--- src/area_cfg_pkg.sv ---
`default_nettype none

package area_cfg_pkg;

  localparam int ADDR_W = 8;
  localparam int DATA_W = 32;
  localparam int PORT_W = 8;

  // Register byte addresses on the AXI4-Lite port
  localparam logic [ADDR_W-1:0] OFS_WIDTH_CFG = 8'h00;
  localparam logic [ADDR_W-1:0] OFS_IDLE_CFG = 8'h04;
  localparam logic [ADDR_W-1:0] OFS_PORT_DATA = 8'h08;
  localparam logic [ADDR_W-1:0] OFS_PORT_DIR = 8'h0c;
  localparam logic [ADDR_W-1:0] OFS_STATUS = 8'h10;

  // Values loaded by the power-on reset
  localparam logic [15:0] WIDTH_CFG_RESET = 16'h3ffc;
  localparam logic [15:0] IDLE_CFG_RESET = 16'h3fff;
  localparam logic [PORT_W-1:0] PORT_DATA_RESET = 8'h00;
  localparam logic [PORT_W-1:0] PORT_DIR_RESET = 8'h00;
  localparam logic EDGE_SEL_RESET = 1'b0;

  // Bits that hold state; all others read as zero
  localparam logic [15:0] WIDTH_CFG_KEEP = 16'h3ffd;
  localparam logic [15:0] IDLE_CFG_KEEP = 16'h3fff;
  localparam int GPIO_SEL_BIT = 0;
  localparam int EDGE_SEL_BIT = 15;
  localparam int STAT_CONFLICT_BIT = 8;
  localparam int STAT_GAP_BIT = 9;
  localparam int STAT_EDGE_BIT = 10;

  localparam int FIRST_WIDTH_AREA = 1;
  localparam int LAST_WIDTH_AREA = 6;
  localparam logic [2:0] LAST_IDLE_AREA = 3'h6;

  localparam logic [1:0] WIDTH_RSVD = 2'h0;
  localparam logic [1:0] WIDTH_8 = 2'h1;
  localparam logic [1:0] WIDTH_16 = 2'h2;
  localparam logic [1:0] WIDTH_32 = 2'h3;

  localparam logic [1:0] RESP_OKAY = 2'h0;
  localparam logic [1:0] RESP_DECERR = 2'h3;

  typedef enum logic {GAP_IDLE = 1'b0, GAP_COUNT = 1'b1} gap_state_e;

  typedef struct packed {
    logic valid;
    logic [2:0] area;
    logic write;
  } bus_req_s;

  typedef struct packed {
    logic en;
    logic [ADDR_W-1:0] addr;
    logic [DATA_W-1:0] data;
    logic [3:0] strb;
  } reg_wr_s;

  typedef struct packed {
    logic en;
    logic [ADDR_W-1:0] addr;
  } reg_rd_s;

  typedef struct packed {
    logic [DATA_W-1:0] data;
    logic ok;
  } reg_rsp_s;

  // Two-bit field of area n at bits 2n+1:2n
  function automatic logic [1:0] area_field(input logic [15:0] v, input logic [2:0] n);
    return v[{n, 1'b0} +: 2];
  endfunction

  // Byte-lane merge of a 16-bit register
  function automatic logic [15:0] merge16(input logic [15:0] old, input logic [31:0] d,
                                          input logic [3:0] strb);
    logic [15:0] r;
    r = old;
    if (strb[0]) r[7:0] = d[7:0];
    if (strb[1]) r[15:8] = d[15:8];
    return r;
  endfunction

endpackage

`default_nettype wire

--- src/area_bus_width_idle_config.sv ---
`default_nettype none

module area_bus_width_idle_config (
  input wire logic CLK_I,
  input wire logic RESET_I,
  input wire logic MANUAL_RESET_I,
  input wire logic STANDBY_I,
  input wire logic S_AXI_AWVALID_I,
  output logic S_AXI_AWREADY_O,
  input wire logic [area_cfg_pkg::ADDR_W-1:0] S_AXI_AWADDR_I,
  input wire logic [2:0] S_AXI_AWPROT_I,
  input wire logic S_AXI_WVALID_I,
  output logic S_AXI_WREADY_O,
  input wire logic [area_cfg_pkg::DATA_W-1:0] S_AXI_WDATA_I,
  input wire logic [3:0] S_AXI_WSTRB_I,
  output logic S_AXI_BVALID_O,
  input wire logic S_AXI_BREADY_I,
  output logic [1:0] S_AXI_BRESP_O,
  input wire logic S_AXI_ARVALID_I,
  output logic S_AXI_ARREADY_O,
  input wire logic [area_cfg_pkg::ADDR_W-1:0] S_AXI_ARADDR_I,
  input wire logic [2:0] S_AXI_ARPROT_I,
  output logic S_AXI_RVALID_O,
  input wire logic S_AXI_RREADY_I,
  output logic [area_cfg_pkg::DATA_W-1:0] S_AXI_RDATA_O,
  output logic [1:0] S_AXI_RRESP_O,
  input wire area_cfg_pkg::bus_req_s BUS_REQ_I,
  output logic BUS_GRANT_O,
  output logic IDLE_GAP_ACTIVE_O,
  output logic [11:0] AREA_WIDTH_CODE_O,
  output logic [5:0] AREA_WIDTH_RESERVED_O,
  output logic UPPER_LANE_GPIO_SELECT_O,
  input wire logic [area_cfg_pkg::PORT_W-1:0] BUS_UPPER_DATA_I,
  input wire logic BUS_UPPER_DRIVE_I,
  output logic [area_cfg_pkg::PORT_W-1:0] BUS_UPPER_DATA_O,
  input wire logic [area_cfg_pkg::PORT_W-1:0] UPPER_DATA_LANE_PINS_I,
  output logic [area_cfg_pkg::PORT_W-1:0] UPPER_DATA_LANE_PINS_O,
  output logic [area_cfg_pkg::PORT_W-1:0] UPPER_DATA_LANE_PINS_OE_N_O,
  input wire logic HOLD_I,
  output logic HOLD_SAMPLED_O,
  output logic HOLD_INPUT_EDGE_SELECT_O
);
  import area_cfg_pkg::*;

  typedef struct packed {
    logic [15:0] area_bus_width_config;
    logic [15:0] area_idle_cycle_config;
    logic hold_input_edge_select;
    logic [PORT_W-1:0] port_data;
    logic [PORT_W-1:0] port_dir;
    logic [PORT_W-1:0] pins_out;
    logic [PORT_W-1:0] pins_oe_n;
    logic [PORT_W-1:0] bus_upper;
    logic [PORT_W-1:0] pins_seen;
    logic hold_meta;
    logic hold_sync;
    logic hold_direct;
    logic hold_out;
  } cfg_s;

  cfg_s s_reg;
  cfg_s s_next;

  reg_wr_s wr;
  reg_rd_s rd;
  reg_rsp_s rd_rsp;
  logic wr_ok;
  logic gap_active;
  logic gap_grant;
  logic [5:0] width_rsvd;
  logic lane_conflict;
  logic [15:0] status_word;
  logic [15:0] width_word;

  // Protection attributes carry no meaning for these registers
  logic unused_prot;
  assign unused_prot = ^{S_AXI_AWPROT_I, S_AXI_ARPROT_I};

  axi_lite_reg_port u_port (
    .clk_i(CLK_I),
    .reset_i(RESET_I),
    .awvalid_i(S_AXI_AWVALID_I),
    .awready_o(S_AXI_AWREADY_O),
    .awaddr_i(S_AXI_AWADDR_I),
    .wvalid_i(S_AXI_WVALID_I),
    .wready_o(S_AXI_WREADY_O),
    .wdata_i(S_AXI_WDATA_I),
    .wstrb_i(S_AXI_WSTRB_I),
    .bvalid_o(S_AXI_BVALID_O),
    .bready_i(S_AXI_BREADY_I),
    .bresp_o(S_AXI_BRESP_O),
    .arvalid_i(S_AXI_ARVALID_I),
    .arready_o(S_AXI_ARREADY_O),
    .araddr_i(S_AXI_ARADDR_I),
    .rvalid_o(S_AXI_RVALID_O),
    .rready_i(S_AXI_RREADY_I),
    .rdata_o(S_AXI_RDATA_O),
    .rresp_o(S_AXI_RRESP_O),
    .wr_o(wr),
    .wr_ok_i(wr_ok),
    .rd_o(rd),
    .rd_rsp_i(rd_rsp)
  );

  // Bus sequencing restarts on a manual reset, the configuration does not
  idle_gap_ctrl u_gap (
    .clk_i(CLK_I),
    .reset_i(RESET_I || MANUAL_RESET_I),
    .hold_i(STANDBY_I),
    .idle_cfg_i(s_reg.area_idle_cycle_config),
    .req_i(BUS_REQ_I),
    .ready_o(gap_grant),
    .gap_active_o(gap_active)
  );

  // Width codes per area; 11 is not legal while the upper lane is a port
  always_comb begin
    width_rsvd = '0;
    lane_conflict = 1'b0;
    for (int n = FIRST_WIDTH_AREA; n <= LAST_WIDTH_AREA; n++) begin
      logic [1:0] code;
      code = area_field(s_reg.area_bus_width_config, 3'(n));
      if (code == WIDTH_RSVD) begin
        width_rsvd[n-1] = 1'b1;
      end
      if (code == WIDTH_32 && s_reg.area_bus_width_config[GPIO_SEL_BIT]) begin
        width_rsvd[n-1] = 1'b1;
        lane_conflict = 1'b1;
      end
    end
  end

  assign width_word = s_reg.area_bus_width_config & WIDTH_CFG_KEEP;

  always_comb begin
    status_word = '0;
    status_word[5:0] = width_rsvd;
    status_word[STAT_CONFLICT_BIT] = lane_conflict;
    status_word[STAT_GAP_BIT] = gap_active;
    status_word[STAT_EDGE_BIT] = s_reg.hold_input_edge_select;
  end

  function automatic logic mapped(input logic [ADDR_W-1:0] a);
    return a == OFS_WIDTH_CFG || a == OFS_IDLE_CFG || a == OFS_PORT_DATA ||
           a == OFS_PORT_DIR || a == OFS_STATUS;
  endfunction

  assign wr_ok = mapped(wr.addr);

  always_comb begin
    rd_rsp = '0;
    rd_rsp.ok = mapped(rd.addr);
    unique case (rd.addr)
      OFS_WIDTH_CFG: rd_rsp.data = {16'h0000, width_word};
      // The edge select reads back only in the status word and bit 14 is reserved
      OFS_IDLE_CFG: rd_rsp.data = {16'h0000, s_reg.area_idle_cycle_config & IDLE_CFG_KEEP};
      OFS_PORT_DATA: rd_rsp.data = {24'h000000, s_reg.pins_seen};
      OFS_PORT_DIR: rd_rsp.data = {24'h000000, s_reg.port_dir};
      OFS_STATUS: rd_rsp.data = {16'h0000, status_word};
      default: rd_rsp.data = '0;
    endcase
  end

  always_comb begin
    s_next = s_reg;
    if (wr.en) begin
      unique case (wr.addr)
        OFS_WIDTH_CFG: begin
          s_next.area_bus_width_config =
            merge16(s_reg.area_bus_width_config, wr.data, wr.strb) & WIDTH_CFG_KEEP;
        end
        OFS_IDLE_CFG: begin
          s_next.area_idle_cycle_config =
            merge16(s_reg.area_idle_cycle_config, wr.data, wr.strb) & IDLE_CFG_KEEP;
          if (wr.strb[1]) begin
            s_next.hold_input_edge_select = wr.data[EDGE_SEL_BIT];
          end
        end
        OFS_PORT_DATA: begin
          if (wr.strb[0]) begin
            s_next.port_data = wr.data[PORT_W-1:0];
          end
        end
        OFS_PORT_DIR: begin
          if (wr.strb[0]) begin
            s_next.port_dir = wr.data[PORT_W-1:0];
          end
        end
        default: begin
        end
      endcase
    end

    // Upper lane belongs either to the bus or to the port, never both
    if (s_reg.area_bus_width_config[GPIO_SEL_BIT]) begin
      s_next.pins_out = s_reg.port_data;
      s_next.pins_oe_n = ~s_reg.port_dir;
      s_next.bus_upper = '0;
    end else begin
      s_next.pins_out = BUS_UPPER_DATA_I;
      s_next.pins_oe_n = {PORT_W{!BUS_UPPER_DRIVE_I}};
      s_next.bus_upper = UPPER_DATA_LANE_PINS_I;
    end
    s_next.pins_seen = UPPER_DATA_LANE_PINS_I;

    // Rising edge expects a synchronous hold, falling edge tolerates an asynchronous one
    s_next.hold_direct = HOLD_I;
    s_next.hold_meta = HOLD_I;
    s_next.hold_sync = s_reg.hold_meta;
    s_next.hold_out = s_reg.hold_input_edge_select ? s_reg.hold_sync : s_reg.hold_direct;
  end

  // Only the power-on reset reloads the registers, so manual reset and standby keep them
  always_ff @(posedge CLK_I) begin
    if (RESET_I) begin
      s_reg <= '0;
      s_reg.area_bus_width_config <= WIDTH_CFG_RESET;
      s_reg.area_idle_cycle_config <= IDLE_CFG_RESET;
      s_reg.hold_input_edge_select <= EDGE_SEL_RESET;
      s_reg.port_data <= PORT_DATA_RESET;
      s_reg.port_dir <= PORT_DIR_RESET;
      s_reg.pins_oe_n <= '1;
    end else begin
      s_reg <= s_next;
    end
  end

  always_comb begin
    for (int n = FIRST_WIDTH_AREA; n <= LAST_WIDTH_AREA; n++) begin
      AREA_WIDTH_CODE_O[2*(n-1) +: 2] = area_field(s_reg.area_bus_width_config, 3'(n));
    end
  end

  assign AREA_WIDTH_RESERVED_O = width_rsvd;
  assign UPPER_LANE_GPIO_SELECT_O = s_reg.area_bus_width_config[GPIO_SEL_BIT];
  assign UPPER_DATA_LANE_PINS_O = s_reg.pins_out;
  assign UPPER_DATA_LANE_PINS_OE_N_O = s_reg.pins_oe_n;
  assign BUS_UPPER_DATA_O = s_reg.bus_upper;
  assign HOLD_SAMPLED_O = s_reg.hold_out;
  assign HOLD_INPUT_EDGE_SELECT_O = s_reg.hold_input_edge_select;
  assign BUS_GRANT_O = gap_grant;
  assign IDLE_GAP_ACTIVE_O = gap_active;

endmodule

`default_nettype wire

--- src/axi_lite_reg_port.sv ---
`default_nettype none

module axi_lite_reg_port (
  input wire logic clk_i,
  input wire logic reset_i,
  input wire logic awvalid_i,
  output logic awready_o,
  input wire logic [area_cfg_pkg::ADDR_W-1:0] awaddr_i,
  input wire logic wvalid_i,
  output logic wready_o,
  input wire logic [area_cfg_pkg::DATA_W-1:0] wdata_i,
  input wire logic [3:0] wstrb_i,
  output logic bvalid_o,
  input wire logic bready_i,
  output logic [1:0] bresp_o,
  input wire logic arvalid_i,
  output logic arready_o,
  input wire logic [area_cfg_pkg::ADDR_W-1:0] araddr_i,
  output logic rvalid_o,
  input wire logic rready_i,
  output logic [area_cfg_pkg::DATA_W-1:0] rdata_o,
  output logic [1:0] rresp_o,
  output area_cfg_pkg::reg_wr_s wr_o,
  input wire logic wr_ok_i,
  output area_cfg_pkg::reg_rd_s rd_o,
  input wire area_cfg_pkg::reg_rsp_s rd_rsp_i
);
  import area_cfg_pkg::*;

  typedef struct packed {
    logic aw_got;
    logic [ADDR_W-1:0] aw_addr;
    logic w_got;
    logic [DATA_W-1:0] w_data;
    logic [3:0] w_strb;
    logic b_valid;
    logic [1:0] b_resp;
    logic r_valid;
    logic [DATA_W-1:0] r_data;
    logic [1:0] r_resp;
  } port_s;

  port_s s_reg;
  port_s s_next;

  // Address and data are parked separately so either may arrive first
  always_comb begin
    s_next = s_reg;
    wr_o = '0;
    rd_o = '0;
    awready_o = !s_reg.aw_got && !s_reg.b_valid;
    wready_o = !s_reg.w_got && !s_reg.b_valid;
    arready_o = !s_reg.r_valid;
    if (awvalid_i && awready_o) begin
      s_next.aw_got = 1'b1;
      s_next.aw_addr = awaddr_i;
    end
    if (wvalid_i && wready_o) begin
      s_next.w_got = 1'b1;
      s_next.w_data = wdata_i;
      s_next.w_strb = wstrb_i;
    end
    if (s_reg.aw_got && s_reg.w_got) begin
      wr_o.en = 1'b1;
      wr_o.addr = s_reg.aw_addr;
      wr_o.data = s_reg.w_data;
      wr_o.strb = s_reg.w_strb;
      s_next.aw_got = 1'b0;
      s_next.w_got = 1'b0;
      s_next.b_valid = 1'b1;
      s_next.b_resp = wr_ok_i ? RESP_OKAY : RESP_DECERR;
    end
    if (s_reg.b_valid && bready_i) begin
      s_next.b_valid = 1'b0;
    end
    if (arvalid_i && arready_o) begin
      rd_o.en = 1'b1;
      rd_o.addr = araddr_i;
      s_next.r_valid = 1'b1;
      s_next.r_data = rd_rsp_i.data;
      s_next.r_resp = rd_rsp_i.ok ? RESP_OKAY : RESP_DECERR;
    end
    if (s_reg.r_valid && rready_i) begin
      s_next.r_valid = 1'b0;
    end
  end

  always_ff @(posedge clk_i) begin
    if (reset_i) begin
      s_reg <= '0;
    end else begin
      s_reg <= s_next;
    end
  end

  assign bvalid_o = s_reg.b_valid;
  assign bresp_o = s_reg.b_resp;
  assign rvalid_o = s_reg.r_valid;
  assign rdata_o = s_reg.r_data;
  assign rresp_o = s_reg.r_resp;

endmodule

`default_nettype wire

--- src/idle_gap_ctrl.sv ---
`default_nettype none

module idle_gap_ctrl (
  input wire logic clk_i,
  input wire logic reset_i,
  input wire logic hold_i,
  input wire logic [15:0] idle_cfg_i,
  input wire area_cfg_pkg::bus_req_s req_i,
  output logic ready_o,
  output logic gap_active_o
);
  import area_cfg_pkg::*;

  typedef struct packed {
    gap_state_e state;
    logic [1:0] count;
    logic have_prev;
    logic [2:0] prev_area;
    logic prev_read;
  } gap_s;

  gap_s s_reg;
  gap_s s_next;
  logic [1:0] need;
  logic take;

  always_comb begin
    s_next = s_reg;
    need = 2'h0;
    take = 1'b0;
    // Area change, or read then write in one area, lets the last driver release the bus
    if (s_reg.have_prev && s_reg.prev_area <= LAST_IDLE_AREA &&
        (req_i.area != s_reg.prev_area || (s_reg.prev_read && req_i.write))) begin
      need = area_field(idle_cfg_i, s_reg.prev_area);
    end
    unique case (s_reg.state)
      GAP_IDLE: begin
        if (req_i.valid && !hold_i) begin
          if (need == 2'h0) begin
            take = 1'b1;
          end else begin
            // The cycle of detection is the first idle cycle
            s_next.count = need - 2'h1;
            s_next.state = GAP_COUNT;
          end
        end
      end
      GAP_COUNT: begin
        if (s_reg.count != 2'h0) begin
          s_next.count = s_reg.count - 2'h1;
        end else if (req_i.valid && !hold_i) begin
          take = 1'b1;
          s_next.state = GAP_IDLE;
        end
      end
    endcase
    if (take) begin
      s_next.have_prev = 1'b1;
      s_next.prev_area = req_i.area;
      s_next.prev_read = !req_i.write;
    end
    ready_o = take;
    gap_active_o = s_reg.state == GAP_COUNT;
  end

  always_ff @(posedge clk_i) begin
    if (reset_i) begin
      s_reg <= '0;
    end else begin
      s_reg <= s_next;
    end
  end

endmodule

`default_nettype wire
--- config.mk ---
export PLATFORM = sky130hd
export DESIGN_NAME = area_bus_width_idle_config
export DESIGN_NICKNAME = d
export VERILOG_FILES = /design/src/area_cfg_pkg.sv /design/src/area_bus_width_idle_config.sv /design/src/axi_lite_reg_port.sv /design/src/idle_gap_ctrl.sv
export SDC_FILE = /design/constraint.sdc
export NUM_CORES = 1
export LEC_CHECK = 0
export BUFFER_PORTS_ARGS = -buffer_cell sky130_fd_sc_hd__buf_2
export CORE_UTILIZATION = 30
export CTS_BUF_LIST = sky130_fd_sc_hd__clkbuf_16
export CTS_CLUSTER_SIZE = 8
export DETAILED_ROUTE_END_ITERATION = 8
export GPL_TIMING_DRIVEN = 0
export PLACE_DENSITY = 0.6
export SYNTH_ARGS = -nofsm -noshare
export SYNTH_HDL_FRONTEND = slang
export SYNTH_SLANG_ARGS = --single-unit
--- constraint.sdc ---
create_clock -name CLK_I -period 2.25 [get_ports CLK_I]
set_input_delay 0.45 -clock CLK_I [delete_from_list [all_inputs] [get_ports CLK_I]]
set_output_delay 0.45 -clock CLK_I [all_outputs]
set_load 0.03 [all_outputs]
==> summary.json, run 1 <==
{
  "synth_largest_type_area_fraction": {"value": 45.0, "unit": "%"},
  "rsz0062_at_grt": {"value": "yes"},
  "largest_register_ffs": {"value": 40},
  "detailedRoute.firstPassIterationCount": {"value": 5},
  "syn_area_per_cell": {"value": 8.80, "unit": "um^2"},
  "largest_clock_skew_in_the_final_design": {"value": 0.00649, "unit": "ns"},
  "synth.top_cells.by_area": {"value": "sky130_fd_sc_hd__dfxtp_1 (45%), sky130_fd_sc_hd__buf_4 (9.5%), sky130_fd_sc_hd__mux2i_1 (7.8%)"},
  "finalWeightedCongestion": {"value": 0.857},
  "yosysMostFrequentCell": {"value": "sky130_fd_sc_hd__dfxtp_1"},
  "period_share": {"value": 99.0, "unit": "%"},
  "share_of_the_core_filled_with_cells": {"value": 40.4, "unit": "%"},
  "criticalPathCategory": {"value": "reg -> out"},
  "cap_violations": {"value": 0},
  "core-area": {"value": 19000, "unit": "um^2"},
  "timing.fmax": {"value": 449, "unit": "MHz"},
  "ir_drop": {"value": 0.541, "unit": "mV"},
  "critPathLaunchType": {"value": "flip-flop"},
  "status": {"value": "complete, no violations"},
  "syn-cell-area": {"value": 5880, "unit": "um^2"},
  "synth.largest_area_cell": {"value": "sky130_fd_sc_hd__dfxtp_1"},
  "dr.first_iter.drc_count": {"value": 275},
  "vias": {"value": 5065},
  "clkSlewWorstSetupHoldPaths": {"value": 0.05, "unit": "ns"},
  "power_switching_share": {"value": 24.7, "unit": "%"},
  "root_buffer_cell": {"value": "sky130_fd_sc_hd__clkbuf_16"},
  "p_sw": {"value": 1440, "unit": "uW"},
  "antenna_cells": {"value": 0},
  "floorplan.die_area": {"value": 20200, "unit": "um^2"},
  "route.final.wire_length": {"value": 16.5, "unit": "mm"},
  "antenna_found_initial": {"value": 0},
  "io-pin-count": {"value": 178},
  "area_growth": {"value": 30.4, "unit": "%"},
  "timing.final.max_slew_violations": {"value": 0},
  "power_per_cell_area": {"value": 759, "unit": "nW/um^2"},
  "yosys.cell_types.count": {"value": 51},
  "die_height": {"value": 142, "unit": "um"},
  "post-layout-total-power": {"value": 5820, "unit": "uW"},
  "grt.overflow.total": {"value": 0},
  "grt_first_pass_wirelength": {"value": 25.4, "unit": "mm"},
  "post_synth_inst_count": {"value": 668},
  "grt.total_usage": {"value": 16.8, "unit": "%"},
  "fillerInstances": {"value": 1959},
  "cts_tree": {"value": "yes"},
  "leakage": {"value": 0.00334, "unit": "uW"},
  "detail_route.drc_violations": {"value": 0},
  "cp_data_required_time": {"value": 1.80, "unit": "ns"},
  "io_buffers": {"value": 132},
  "wl_per_cell": {"value": 14.8, "unit": "um"},
  "worst_slew_margin_rel": {"value": 55.2, "unit": "%"},
  "synth-async-reset-ratio": {"value": 0, "unit": "%"},
  "path_max_fanout": {"value": 10},
  "hold_viol": {"value": 0},
  "internal_power": {"value": 4380, "unit": "uW"},
  "final_cell_count_no_fill": {"value": 1118},
  "ant_nets": {"value": 0},
  "design_area": {"value": 7660, "unit": "um^2"},
  "first_global_vias": {"value": 4691},
  "postLayoutSetupSlackWorst": {"value": 0.0214, "unit": "ns"},
  "row_count": {"value": 50},
  "layout-drive-gt1-share": {"value": 31.9, "unit": "%"},
  "p_seq_share": {"value": 42.8, "unit": "%"},
  "floorplan.initialDensity": {"value": 31.0, "unit": "%"},
  "die_span_x": {"value": 142, "unit": "um"},
  "reg2reg_slack": {"value": 0.07, "unit": "ns"},
  "synth_seq_area_share": {"value": 45.0, "unit": "%"},
  "later_pin_clock_latency_in_the_skew_report": {"value": 0.42, "unit": "ns"},
  "clock_sinks": {"value": 132},
  "htree_num_levels": {"value": 4},
  "period_needed": {"value": 2.23, "unit": "ns"},
  "pin_count_of_the_biggest_net_entering_global_routing": {"value": 17},
  "cts-root-to-sink-buffers": {"value": 2},
  "ys_ff_latch": {"value": 132},
  "numCtsBuffers": {"value": 17},
  "yosys_most_used_dff": {"value": "sky130_fd_sc_hd__dfxtp_1"},
  "synth_commonest_cells": {"value": "sky130_fd_sc_hd__dfxtp_1 (132), sky130_fd_sc_hd__nand2_1 (107), sky130_fd_sc_hd__buf_4 (74)"},
  "critical_path_arrival": {"value": 1.78, "unit": "ns"},
  "post-dp-hpwl": {"value": 12.4, "unit": "mm"},
  "p_clk_share": {"value": 46.5, "unit": "%"},
  "pre_cts_ws": {"value": -0.437, "unit": "ns"},
  "numPlacedInstances": {"value": 1077},
  "setup_viol": {"value": 0},
  "avgViaCountPerCell": {"value": 4.53},
  "min_path_type": {"value": "in -> reg"},
  "worstMarginPinSlew": {"value": 0.667, "unit": "ns"},
  "yosysWarningCount": {"value": 0},
  "number_of_flops_mapped_to_enable_cells_by_yosys": {"value": 0},
  "end_kind": {"value": "primary output"},
  "post_dp_cell_area": {"value": 6930, "unit": "um^2"},
  "post_layout_nets": {"value": 936},
  "power_share_of_the_combinational_group": {"value": 10.7, "unit": "%"}
}
-- stage by stage --
step,hold slack (ns),setup TNS [ns]
floorplan,0.436,0
global placement,0.445,-5.16
detailed placement,0.450,-5.51
CTS,0.247,0
global route,0.245,-0.0803
finish,0.255,0
-- placed cells by master (no fill, tap or decap), types with 3 or more instances in the layout --
cell type,Yosys,final
sky130_fd_sc_hd__buf_2,5,134
sky130_fd_sc_hd__nand2_1,107,106
sky130_fd_sc_hd__nand3b_1,7,7
sky130_fd_sc_hd__a31oi_1,3,3
sky130_fd_sc_hd__a221oi_1,8,7
sky130_fd_sc_hd__nand3_1,11,10
sky130_fd_sc_hd__a31o_2,3,3
sky130_fd_sc_hd__a211oi_1,5,5
sky130_fd_sc_hd__and3_1,5,5
sky130_fd_sc_hd__o211ai_1,4,4
sky130_fd_sc_hd__dfxtp_2,0,4
sky130_fd_sc_hd__a22oi_1,9,9
sky130_fd_sc_hd__a311oi_1,4,4
sky130_fd_sc_hd__o21ai_0,16,16
sky130_fd_sc_hd__mux2i_1,46,46
sky130_fd_sc_hd__a211o_1,17,17
sky130_fd_sc_hd__conb_1,1,18
sky130_fd_sc_hd__and4_1,3,3
sky130_fd_sc_hd__buf_4,74,84
sky130_fd_sc_hd__clkbuf_1,25,21
sky130_fd_sc_hd__clkinv_2,0,4
sky130_fd_sc_hd__clkbuf_16,0,17
sky130_fd_sc_hd__nand4_1,4,4
sky130_fd_sc_hd__bufinv_16,0,3
sky130_fd_sc_hd__nor2b_1,26,26
sky130_fd_sc_hd__inv_1,16,18
sky130_fd_sc_hd__and2_1,4,4
sky130_fd_sc_hd__nand2b_1,6,6
sky130_fd_sc_hd__nor2_1,54,54
sky130_fd_sc_hd__a21oi_1,36,36
sky130_fd_sc_hd__dfxtp_1,132,128
sky130_fd_sc_hd__o21ai_1,3,3
sky130_fd_sc_hd__clkinv_1,0,4
-- path summary, 6_finish.rpt --
| kind | from | endpoint | cells past startpoint |
|---|---|---|---|
| setup / recovery | u_gap.s_reg[1] | BUS_GRANT_O | 7 |
| hold / removal | HOLD_I | s_reg[1] | 2 |
| setup reg to reg | u_gap.s_reg[2] | u_gap.s_reg[6] | 10 |
| hold reg to reg | u_port.s_reg[57] | u_port.s_reg[57] | 2 |
-- repair_timing --
item | 4_1_cts | 5_1_grt
setup buffers | 6 | 5
resized for setup | 14 | 8
hold buffers | 0 | 0
pin swaps | 5 | 7
hold endpoints to repair | 0 | 0
gates cloned | 0 | 0
endpoints found under the setup margin | 3 | 26
-- area by class of cell --
type | count | area [um^2] | area share, %
plain buffers | 105 | 707 | 9.22
multi-input cells | 430 | 2590 | 33.8
clock inverters | 15 | 148 | 1.93
inverters | 16 | 60.1 | 0.784
flip-flops and latches | 132 | 2650 | 34.5
clock buffers | 17 | 425 | 5.55
repair buffers | 143 | 762 | 9.94
well taps | 260 | 325 | 4.24
-- worst max-delay path: stages, from the launching register on --
cell and delay, ns:
sky130_fd_sc_hd__dfxtp_2 0.33, sky130_fd_sc_hd__buf_6 0.14, sky130_fd_sc_hd__xnor2_2 0.15, sky130_fd_sc_hd__nand4_1 0.18, sky130_fd_sc_hd__nand4_1 0.20, sky130_fd_sc_hd__nand3_2 0.13, sky130_fd_sc_hd__nand2_4 0.10, sky130_fd_sc_hd__buf_6 0.13
-- cell families after synthesis --
logic type	count (synthesis)	share of synthesized area (%)
fa+ha+maj	1	0.213
xor+xnor	4	0.596
compound gates	113	12.8
simple gates	247	20.6
other cells	1	0.0638
mux	47	8.03
buf+inv	123	12.7
flops	132	45.0
-- routing by layer --
layer	up-vias	global-route usage (%)	wire (um)
met5	-	0	0
met4	0	6.90	353
li1	2553	-	-
met2	171	26.7	7560
met3	28	4.21	944
met1	2313	21.8	7690
-- power groups by stage --
stage          sequential, uW  combinational (uW)  clock (uW)
4_1_cts                  2490                 613        2750
3_3_place_gp             2530                 599           0
6_report                 2490                 623        2710
5_1_grt                  2500                 680        2870
3_5_place_dp             2540                 603           0
2_1_floorplan            2510                 427           0
Power figures use the tool's default switching activity.
==> inputs of run 2 (changes only) <==
--- a/config.mk
+++ b/config.mk
@@ -6,6 +6,7 @@
 export NUM_CORES = 1
 export LEC_CHECK = 0
 export BUFFER_PORTS_ARGS = -buffer_cell sky130_fd_sc_hd__buf_2
+export CORE_MARGIN = 4
 export CORE_UTILIZATION = 30
 export CTS_BUF_LIST = sky130_fd_sc_hd__clkbuf_16
 export CTS_CLUSTER_SIZE = 8
==> constraint.sdc (replaced) <==
create_clock -name CLK_I -period 2.25 [get_ports CLK_I]
set_input_delay 0.225 -clock CLK_I [delete_from_list [all_inputs] [get_ports CLK_I]]
set_output_delay 0.225 -clock CLK_I [all_outputs]
set_load 0.03 [all_outputs]
==> run 2 against run 1 <==
Core utilization fell by 0.092 points. Critical path type is now reg -> reg. Sequential cell count did not move. Final cell count about the same. Worst setup slack improved by 0.081 ns. Via count down 1.9%. Die area up 8.6%. Non-clock buffer count decreased by 3. Cell area is 0.23% lower. Critical endpoint is now s_reg[65]. Combinational power shrank 2%.
==> summary.json, run 2 (synthesis gave the netlist of run 1 again) <==
{
  "power_switching_share": {"value": 23.6, "unit": "%"},
  "avgViaCountPerCell": {"value": 4.45},
  "numCtsBuffers": {"value": 17},
  "timing.fmax": {"value": 466, "unit": "MHz"},
  "end_kind": {"value": "flip-flop"},
  "cts_tree": {"value": "yes"},
  "detail_route.drc_violations": {"value": 0},
  "slowest_delay": {"value": 0.56, "unit": "ns"},
  "register_area": {"value": 2650, "unit": "um^2"},
  "cts-root-to-sink-buffers": {"value": 2},
  "grt.total_usage": {"value": 15.0, "unit": "%"},
  "post-dp-hpwl": {"value": 12.8, "unit": "mm"},
  "post_layout_nets": {"value": 933},
  "min_path_type": {"value": "in -> reg"},
  "clock_sinks": {"value": 132},
  "post-layout-total-power": {"value": 6020, "unit": "uW"},
  "critPathLaunchType": {"value": "flip-flop"},
  "finalWeightedCongestion": {"value": 0.863},
  "io_buffers": {"value": 132},
  "power_share_of_the_combinational_group": {"value": 10.2, "unit": "%"},
  "grt.overflow.total": {"value": 0},
  "pin_count_of_the_biggest_net_entering_global_routing": {"value": 17},
  "wl_per_cell": {"value": 15.0, "unit": "um"},
  "detailedRoute.firstPassIterationCount": {"value": 5},
  "first_global_vias": {"value": 4743},
  "multi_input_comb_area": {"value": 2570, "unit": "um^2"},
  "dr.first_iter.drc_count": {"value": 304},
  "criticalPathCategory": {"value": "reg -> reg"},
  "power_per_cell_area": {"value": 787, "unit": "nW/um^2"},
  "cts_hold_buffers": {"value": 0},
  "status": {"value": "complete, no violations"},
  "period_share": {"value": 95.4, "unit": "%"},
  "core-area": {"value": 19000, "unit": "um^2"},
  "worst_path_dominant_cell_family": {"value": "simple AND/OR/NAND/NOR gates"},
  "largest_clock_skew_in_the_final_design": {"value": 0.00707, "unit": "ns"},
  "route.final.wire_length": {"value": 16.8, "unit": "mm"},
  "root_buffer_cell": {"value": "sky130_fd_sc_hd__clkbuf_16"},
  "internal_power": {"value": 4600, "unit": "uW"},
  "clkSlewWorstSetupHoldPaths": {"value": 0.06, "unit": "ns"},
  "ant_nets": {"value": 0},
  "floorplan.initialDensity": {"value": 31.0, "unit": "%"},
  "cap_violations": {"value": 0},
  "critPathSlowestCell": {"value": "sky130_fd_sc_hd__or4_4"},
  "antenna_found_initial": {"value": 2},
  "grt_first_pass_wirelength": {"value": 25.5, "unit": "mm"},
  "row_count": {"value": 50},
  "worstMarginPinSlew": {"value": 0.655, "unit": "ns"},
  "hold_viol": {"value": 0},
  "floorplan.die_area": {"value": 21900, "unit": "um^2"},
  "setup_total_negative_slack": {"value": 0, "unit": "ns"},
  "cp_data_required_time": {"value": 2.56, "unit": "ns"},
  "most-common-layout-cells": {"value": "sky130_fd_sc_hd__buf_2 (134), sky130_fd_sc_hd__dfxtp_1 (130), sky130_fd_sc_hd__nand2_1 (106), sky130_fd_sc_hd__buf_4 (81), sky130_fd_sc_hd__nor2_1 (54)"},
  "io-pin-count": {"value": 178},
  "setup_viol": {"value": 0},
  "path_max_fanout": {"value": 10},
  "largest_register_ffs": {"value": 40},
  "period_needed": {"value": 2.15, "unit": "ns"},
  "timing.final.max_slew_violations": {"value": 0},
  "path_cells": {"value": "or4_4 -> nor3_1 -> and4b_1 -> buf_2 -> nor2b_1 -> a211o_1"},
  "p_clk_share": {"value": 48.5, "unit": "%"},
  "p_seq_share": {"value": 41.3, "unit": "%"},
  "critical_path_arrival": {"value": 2.45, "unit": "ns"},
  "die_height": {"value": 148, "unit": "um"},
  "ir_drop": {"value": 0.548, "unit": "mV"},
  "mostFrequentLayoutCell": {"value": "sky130_fd_sc_hd__buf_2"},
  "die_span_x": {"value": 148, "unit": "um"},
  "leakage": {"value": 0.00333, "unit": "uW"},
  "critPathBufInv": {"value": 1},
  "worst_slew_margin_rel": {"value": 56.0, "unit": "%"},
  "p_sw": {"value": 1420, "unit": "uW"},
  "htree_num_levels": {"value": 4},
  "area_growth": {"value": 30.1, "unit": "%"},
  "vias": {"value": 4971},
  "later_pin_clock_latency_in_the_skew_report": {"value": 0.41, "unit": "ns"},
  "layout-drive-gt1-share": {"value": 30.8, "unit": "%"},
  "fillerInstances": {"value": 1962}
}
[run 2: changes by cell type in the layout (fill, tap and decap cells not counted), moves of 2 or more]
cell                        before  now
sky130_fd_sc_hd__dfxtp_1       128  130
sky130_fd_sc_hd__buf_4          84   81
sky130_fd_sc_hd__xnor2_1         2    4
sky130_fd_sc_hd__clkbuf_1       21   23
sky130_fd_sc_hd__diode_2         0    2
sky130_fd_sc_hd__xnor2_2         2    0
sky130_fd_sc_hd__bufinv_16       3    5
sky130_fd_sc_hd__dfxtp_2         4    2
[run 2: power groups by stage]
stage | logic, uW | clock network [uW] | registers, uW
after floorplan | 427 | 0 | 2510
after global placement | 601 | 0 | 2530
after detailed placement | 605 | 0 | 2530
after CTS | 608 | 2980 | 2480
after global routing | 669 | 3080 | 2490
final | 612 | 2920 | 2490
[run 2: layer usage]
metal / wire, um / vias to the layer above / GRT usage (%) / share of wire [%]
met1: 7810 / 2243 / 20.2 / 47
met3: 1080 / 29 / 3.92 / 6.4
li1: - / 2538 / - / -
met2: 7530 / 159 / 23.2 / 45
met4: 334 / 2 / 5.50 / 2.0
met5: 7 / - / 0 / 0.042
[run 2: timing repair]
action,4_1_cts,5_1_grt
buffers inserted,2,5
setup endpoints to repair,7,3
gates resized for setup,5,6
pin swaps,2,4
[run 2: path summary, 6_finish.rpt]
check,end,start,cells past startpoint,slack [ns]
min reg2reg,u_port.s_reg[80],u_port.s_reg[80],2,0.46
max,s_reg[65],u_port.s_reg[76],6,0.10
max reg2reg,s_reg[65],u_port.s_reg[76],6,0.10
min,s_reg[1],HOLD_I,2,0.03
[run 2: through the flow]
step / setup slack (ns) / util (%) / hold WS, ns / instances / area, um^2
4_1_cts: 0.00214 / 39.9 / 0.0134 / 1110 / 7570
3_5_place_dp: -0.192 / 36.5 / 0.449 / 1077 / 6930
5_1_grt: -0.00507 / 40.3 / 0.0311 / 1116 / 7640
3_3_place_gp: -0.231 / 36.5 / 0.434 / 1077 / 6930
6_report: 0.102 / 40.3 / 0.0286 / 1117 / 7650
2_1_floorplan: 0.262 / - / 0.353 / 685 / 5940
[run 2: cell type report]
type                            instances  share of cell area (%)
Antenna cell                            2                  0.0654
Buffer                                106                    9.11
Clock inverter                         15                    2.55
Timing Repair Buffer                  139                    9.52
Inverter                               16                   0.785
Tap cell                              260                    4.25
Clock buffer                           17                    5.56
Multi-Input combinational cell        430                    33.6
Sequential cell                       132                    34.6
[run 2: worst register-to-register path, stage by stage, from the launching register on]
cell	delay, ns
sky130_fd_sc_hd__dfxtp_1	0.31
sky130_fd_sc_hd__or4_4	0.57
sky130_fd_sc_hd__nor3_1	0.30
sky130_fd_sc_hd__and4b_1	0.29
sky130_fd_sc_hd__buf_2	0.24
sky130_fd_sc_hd__nor2b_1	0.07
sky130_fd_sc_hd__a211o_1	0.26
==> inputs of run 3 (changes only) <==
--- a/config.mk
+++ b/config.mk
@@ -6,13 +6,15 @@
 export NUM_CORES = 1
 export LEC_CHECK = 0
 export BUFFER_PORTS_ARGS = -buffer_cell sky130_fd_sc_hd__buf_2
+export CELL_PAD_IN_SITES_DETAIL_PLACEMENT = 1
+export CELL_PAD_IN_SITES_GLOBAL_PLACEMENT = 2
 export CORE_MARGIN = 4
 export CORE_UTILIZATION = 30
 export CTS_BUF_LIST = sky130_fd_sc_hd__clkbuf_16
 export CTS_CLUSTER_SIZE = 8
 export DETAILED_ROUTE_END_ITERATION = 8
 export GPL_TIMING_DRIVEN = 0
-export PLACE_DENSITY = 0.6
+export PLACE_DENSITY = 0.89
 export SYNTH_ARGS = -nofsm -noshare
 export SYNTH_HDL_FRONTEND = slang
 export SYNTH_SLANG_ARGS = --single-unit
==> constraint.sdc (replaced) <==
create_clock -name CLK_I -period 2.72 [get_ports CLK_I]
set_input_delay 0.272 -clock CLK_I [delete_from_list [all_inputs] [get_ports CLK_I]]
set_output_delay 0.272 -clock CLK_I [all_outputs]
set_load 0.03 [all_outputs]
==> run 3 against run 2 <==
Final cell count is 0.90% lower. Register-to-register slack improved by 0.38 ns. Sequential share of layout area is 0.97 points higher. Core utilization down 1.1 points. Combinational power down 17%. Power down 24%.
==> summary.json, run 3 (synthesis gave the netlist of run 1 again) <==
{
  "status": {"value": "complete, no violations"},
  "wl_per_cell": {"value": 16.3, "unit": "um"},
  "min_path_type": {"value": "in -> reg"},
  "row_count": {"value": 50},
  "slowest_delay": {"value": 0.33, "unit": "ns"},
  "detail_route.drc_violations": {"value": 0},
  "cts_hold_buffers": {"value": 0},
  "power_per_cell_area": {"value": 616, "unit": "nW/um^2"},
  "antenna_cells": {"value": 0},
  "worst_slew_margin_rel": {"value": 51.7, "unit": "%"},
  "critPathSlowestCell": {"value": "sky130_fd_sc_hd__clkbuf_1"},
  "post-dp-hpwl": {"value": 13.8, "unit": "mm"},
  "crit_path_cell_count": {"value": 7},
  "end_kind": {"value": "primary output"},
  "timing.fmax": {"value": 401, "unit": "MHz"},
  "critPathLaunchType": {"value": "flip-flop"},
  "leakage": {"value": 0.00325, "unit": "uW"},
  "postLayoutSetupSlackWorst": {"value": 0.229, "unit": "ns"},
  "finalWeightedCongestion": {"value": 0.842},
  "path_depth_of_the_worst_reg2reg_path": {"value": 6},
  "setup_total_negative_slack": {"value": 0, "unit": "ns"},
  "mostFrequentLayoutCell": {"value": "sky130_fd_sc_hd__buf_2"},
  "fillerInstances": {"value": 2299},
  "ant_nets": {"value": 0},
  "htree_num_levels": {"value": 4},
  "detailedRoute.firstPassIterationCount": {"value": 4},
  "floorplan.initialDensity": {"value": 31.0, "unit": "%"},
  "crit_top_cell": {"value": "sky130_fd_sc_hd__nand4_1"},
  "grt.total_usage": {"value": 16.8, "unit": "%"},
  "dr.first_iter.drc_count": {"value": 275},
  "critPathBufInv": {"value": 2},
  "root_buffer_cell": {"value": "sky130_fd_sc_hd__clkbuf_16"},
  "layout-drive-gt1-share": {"value": 29.2, "unit": "%"},
  "post_layout_nets": {"value": 927},
  "reg2reg_slack": {"value": 0.48, "unit": "ns"},
  "ir_drop": {"value": 0.463, "unit": "mV"},
  "critical_path.reg2reg.endpoint": {"value": "s_reg[50]"},
  "period_needed": {"value": 2.49, "unit": "ns"},
  "largest_clock_skew_in_the_final_design": {"value": 0.00893, "unit": "ns"},
  "setup_viol": {"value": 0},
  "postCtsSetupBuffers": {"value": 0},
  "numCtsBuffers": {"value": 17},
  "pin_count_of_the_biggest_net_entering_global_routing": {"value": 17},
  "clock_sinks": {"value": 132},
  "worstMarginPinSlew": {"value": 0.724, "unit": "ns"},
  "floorplan.die_area": {"value": 21900, "unit": "um^2"},
  "die_height": {"value": 148, "unit": "um"},
  "route.final.wire_length": {"value": 18.1, "unit": "mm"},
  "io-pin-count": {"value": 178},
  "antenna_found_initial": {"value": 1},
  "timing.rr.start": {"value": "u_port.s_reg[76]"},
  "largest_register_ffs": {"value": 40},
  "grt_first_pass_wirelength": {"value": 28.5, "unit": "mm"},
  "vias": {"value": 5126},
  "whs": {"value": 0.0603, "unit": "ns"},
  "path_max_fanout": {"value": 9},
  "worst_setup_path_end": {"value": "BUS_GRANT_O"},
  "rsz0062_at_grt": {"value": "no"},
  "path_cells": {"value": "clkbuf_1 -> xnor2_1 -> nand4_1 -> nand4_1 -> nand3_1 -> nand2_1 -> buf_2"},
  "cts_tree": {"value": "yes"},
  "die_span_x": {"value": 148, "unit": "um"},
  "period_share": {"value": 91.6, "unit": "%"},
  "avgViaCountPerCell": {"value": 4.63},
  "startpoint": {"value": "u_gap.s_reg[3]"},
  "grt.overflow.total": {"value": 0},
  "io_buffers": {"value": 132},
  "worst_path_dominant_cell_family": {"value": "simple AND/OR/NAND/NOR gates"},
  "cap_violations": {"value": 0},
  "most-common-layout-cells": {"value": "sky130_fd_sc_hd__buf_2 (137), sky130_fd_sc_hd__dfxtp_1 (132), sky130_fd_sc_hd__nand2_1 (107), sky130_fd_sc_hd__buf_4 (74), sky130_fd_sc_hd__nor2_1 (54)"},
  "criticalPathCategory": {"value": "reg -> out"},
  "critical_path_arrival": {"value": 2.22, "unit": "ns"},
  "timing.final.max_slew_violations": {"value": 0},
  "cp_data_required_time": {"value": 2.45, "unit": "ns"},
  "cts.repair.resized": {"value": 0},
  "hold_viol": {"value": 0},
  "first_global_vias": {"value": 5305},
  "clkSlewWorstSetupHoldPaths": {"value": 0.05, "unit": "ns"},
  "cts-root-to-sink-buffers": {"value": 2},
  "area_growth": {"value": 26.5, "unit": "%"},
  "later_pin_clock_latency_in_the_skew_report": {"value": 0.42, "unit": "ns"},
  "pre_cts_ws": {"value": 0.0271, "unit": "ns"},
  "core-area": {"value": 19000, "unit": "um^2"}
}
==> run 3: cell count changes in the layout (fill, tap and decap cells not counted), moves of 2 or more <==
cell / before / now
sky130_fd_sc_hd__buf_2: 134 / 137
sky130_fd_sc_hd__dfxtp_2: 2 / 0
sky130_fd_sc_hd__bufinv_16: 5 / 1
sky130_fd_sc_hd__dfxtp_1: 130 / 132
sky130_fd_sc_hd__diode_2: 2 / 0
sky130_fd_sc_hd__clkbuf_1: 23 / 25
sky130_fd_sc_hd__inv_1: 18 / 20
sky130_fd_sc_hd__buf_6: 2 / 0
sky130_fd_sc_hd__buf_4: 81 / 74
==> run 3: worst min path at each step <==
stage | startpoint | to | slack, ns | cells past startpoint
2_1_floorplan | HOLD_I | s_reg[1] | 0.40 | 1
3_3_place_gp | u_port.s_reg[38] | u_port.s_reg[38] | 0.44 | 2
3_5_place_dp | u_port.s_reg[76] | u_port.s_reg[76] | 0.45 | 2
4_1_cts | HOLD_I | s_reg[1] | 0.04 | 2
5_1_grt | HOLD_I | s_reg[1] | 0.04 | 2
6_report | HOLD_I | s_reg[1] | 0.06 | 2
==> run 3: cell type report <==
cell class	instances	area [um^2]	area share (%)
Inverter	16	60.1	0.808
Tap cell	260	325	4.38
Buffer	107	687	9.24
Timing Repair Buffer	132	661	8.89
Clock buffer	17	425	5.72
Multi-Input combinational cell	430	2550	34.3
Clock inverter	13	80.1	1.08
Sequential cell	132	2640	35.6
==> run 3: routing by layer <==
layer / track usage, % / vias to the layer above / wire, um
li1: - / 2535 / -
met1: 21.3 / 2395 / 8110
met2: 26.9 / 155 / 8440
met3: 4.69 / 39 / 1050
met4: 6.97 / 2 / 472
met5: 0 / - / 13
==> run 3: where the power goes <==
part           switching (uW)  total, uW  internal (uW)
Clock                     811       2020           1210
Sequential               51.4       2060           2000
Combinational             313        506            193
==> run 3: worst register-to-register path: stages (launching register included) <==
cell and delay (ns):
sky130_fd_sc_hd__dfxtp_1 0.31, sky130_fd_sc_hd__or4_4 0.57, sky130_fd_sc_hd__nor4_4 0.46, sky130_fd_sc_hd__nand2_1 0.17, sky130_fd_sc_hd__nor2_4 0.29, sky130_fd_sc_hd__mux2i_1 0.25, sky130_fd_sc_hd__nor2_1 0.05
==> run 3: metrics by stage <==
step / utilization (%) / instance area (um^2) / power, uW / std cells
finish: 39.2 / 7430 / 4580 / 1107
detailed placement: 36.5 / 6930 / 2610 / 1077
floorplan: - / 5940 / 2430 / 685
CTS: 39.2 / 7430 / 4640 / 1107
global route: 39.2 / 7430 / 4780 / 1107
global placement: 36.5 / 6930 / 2600 / 1077
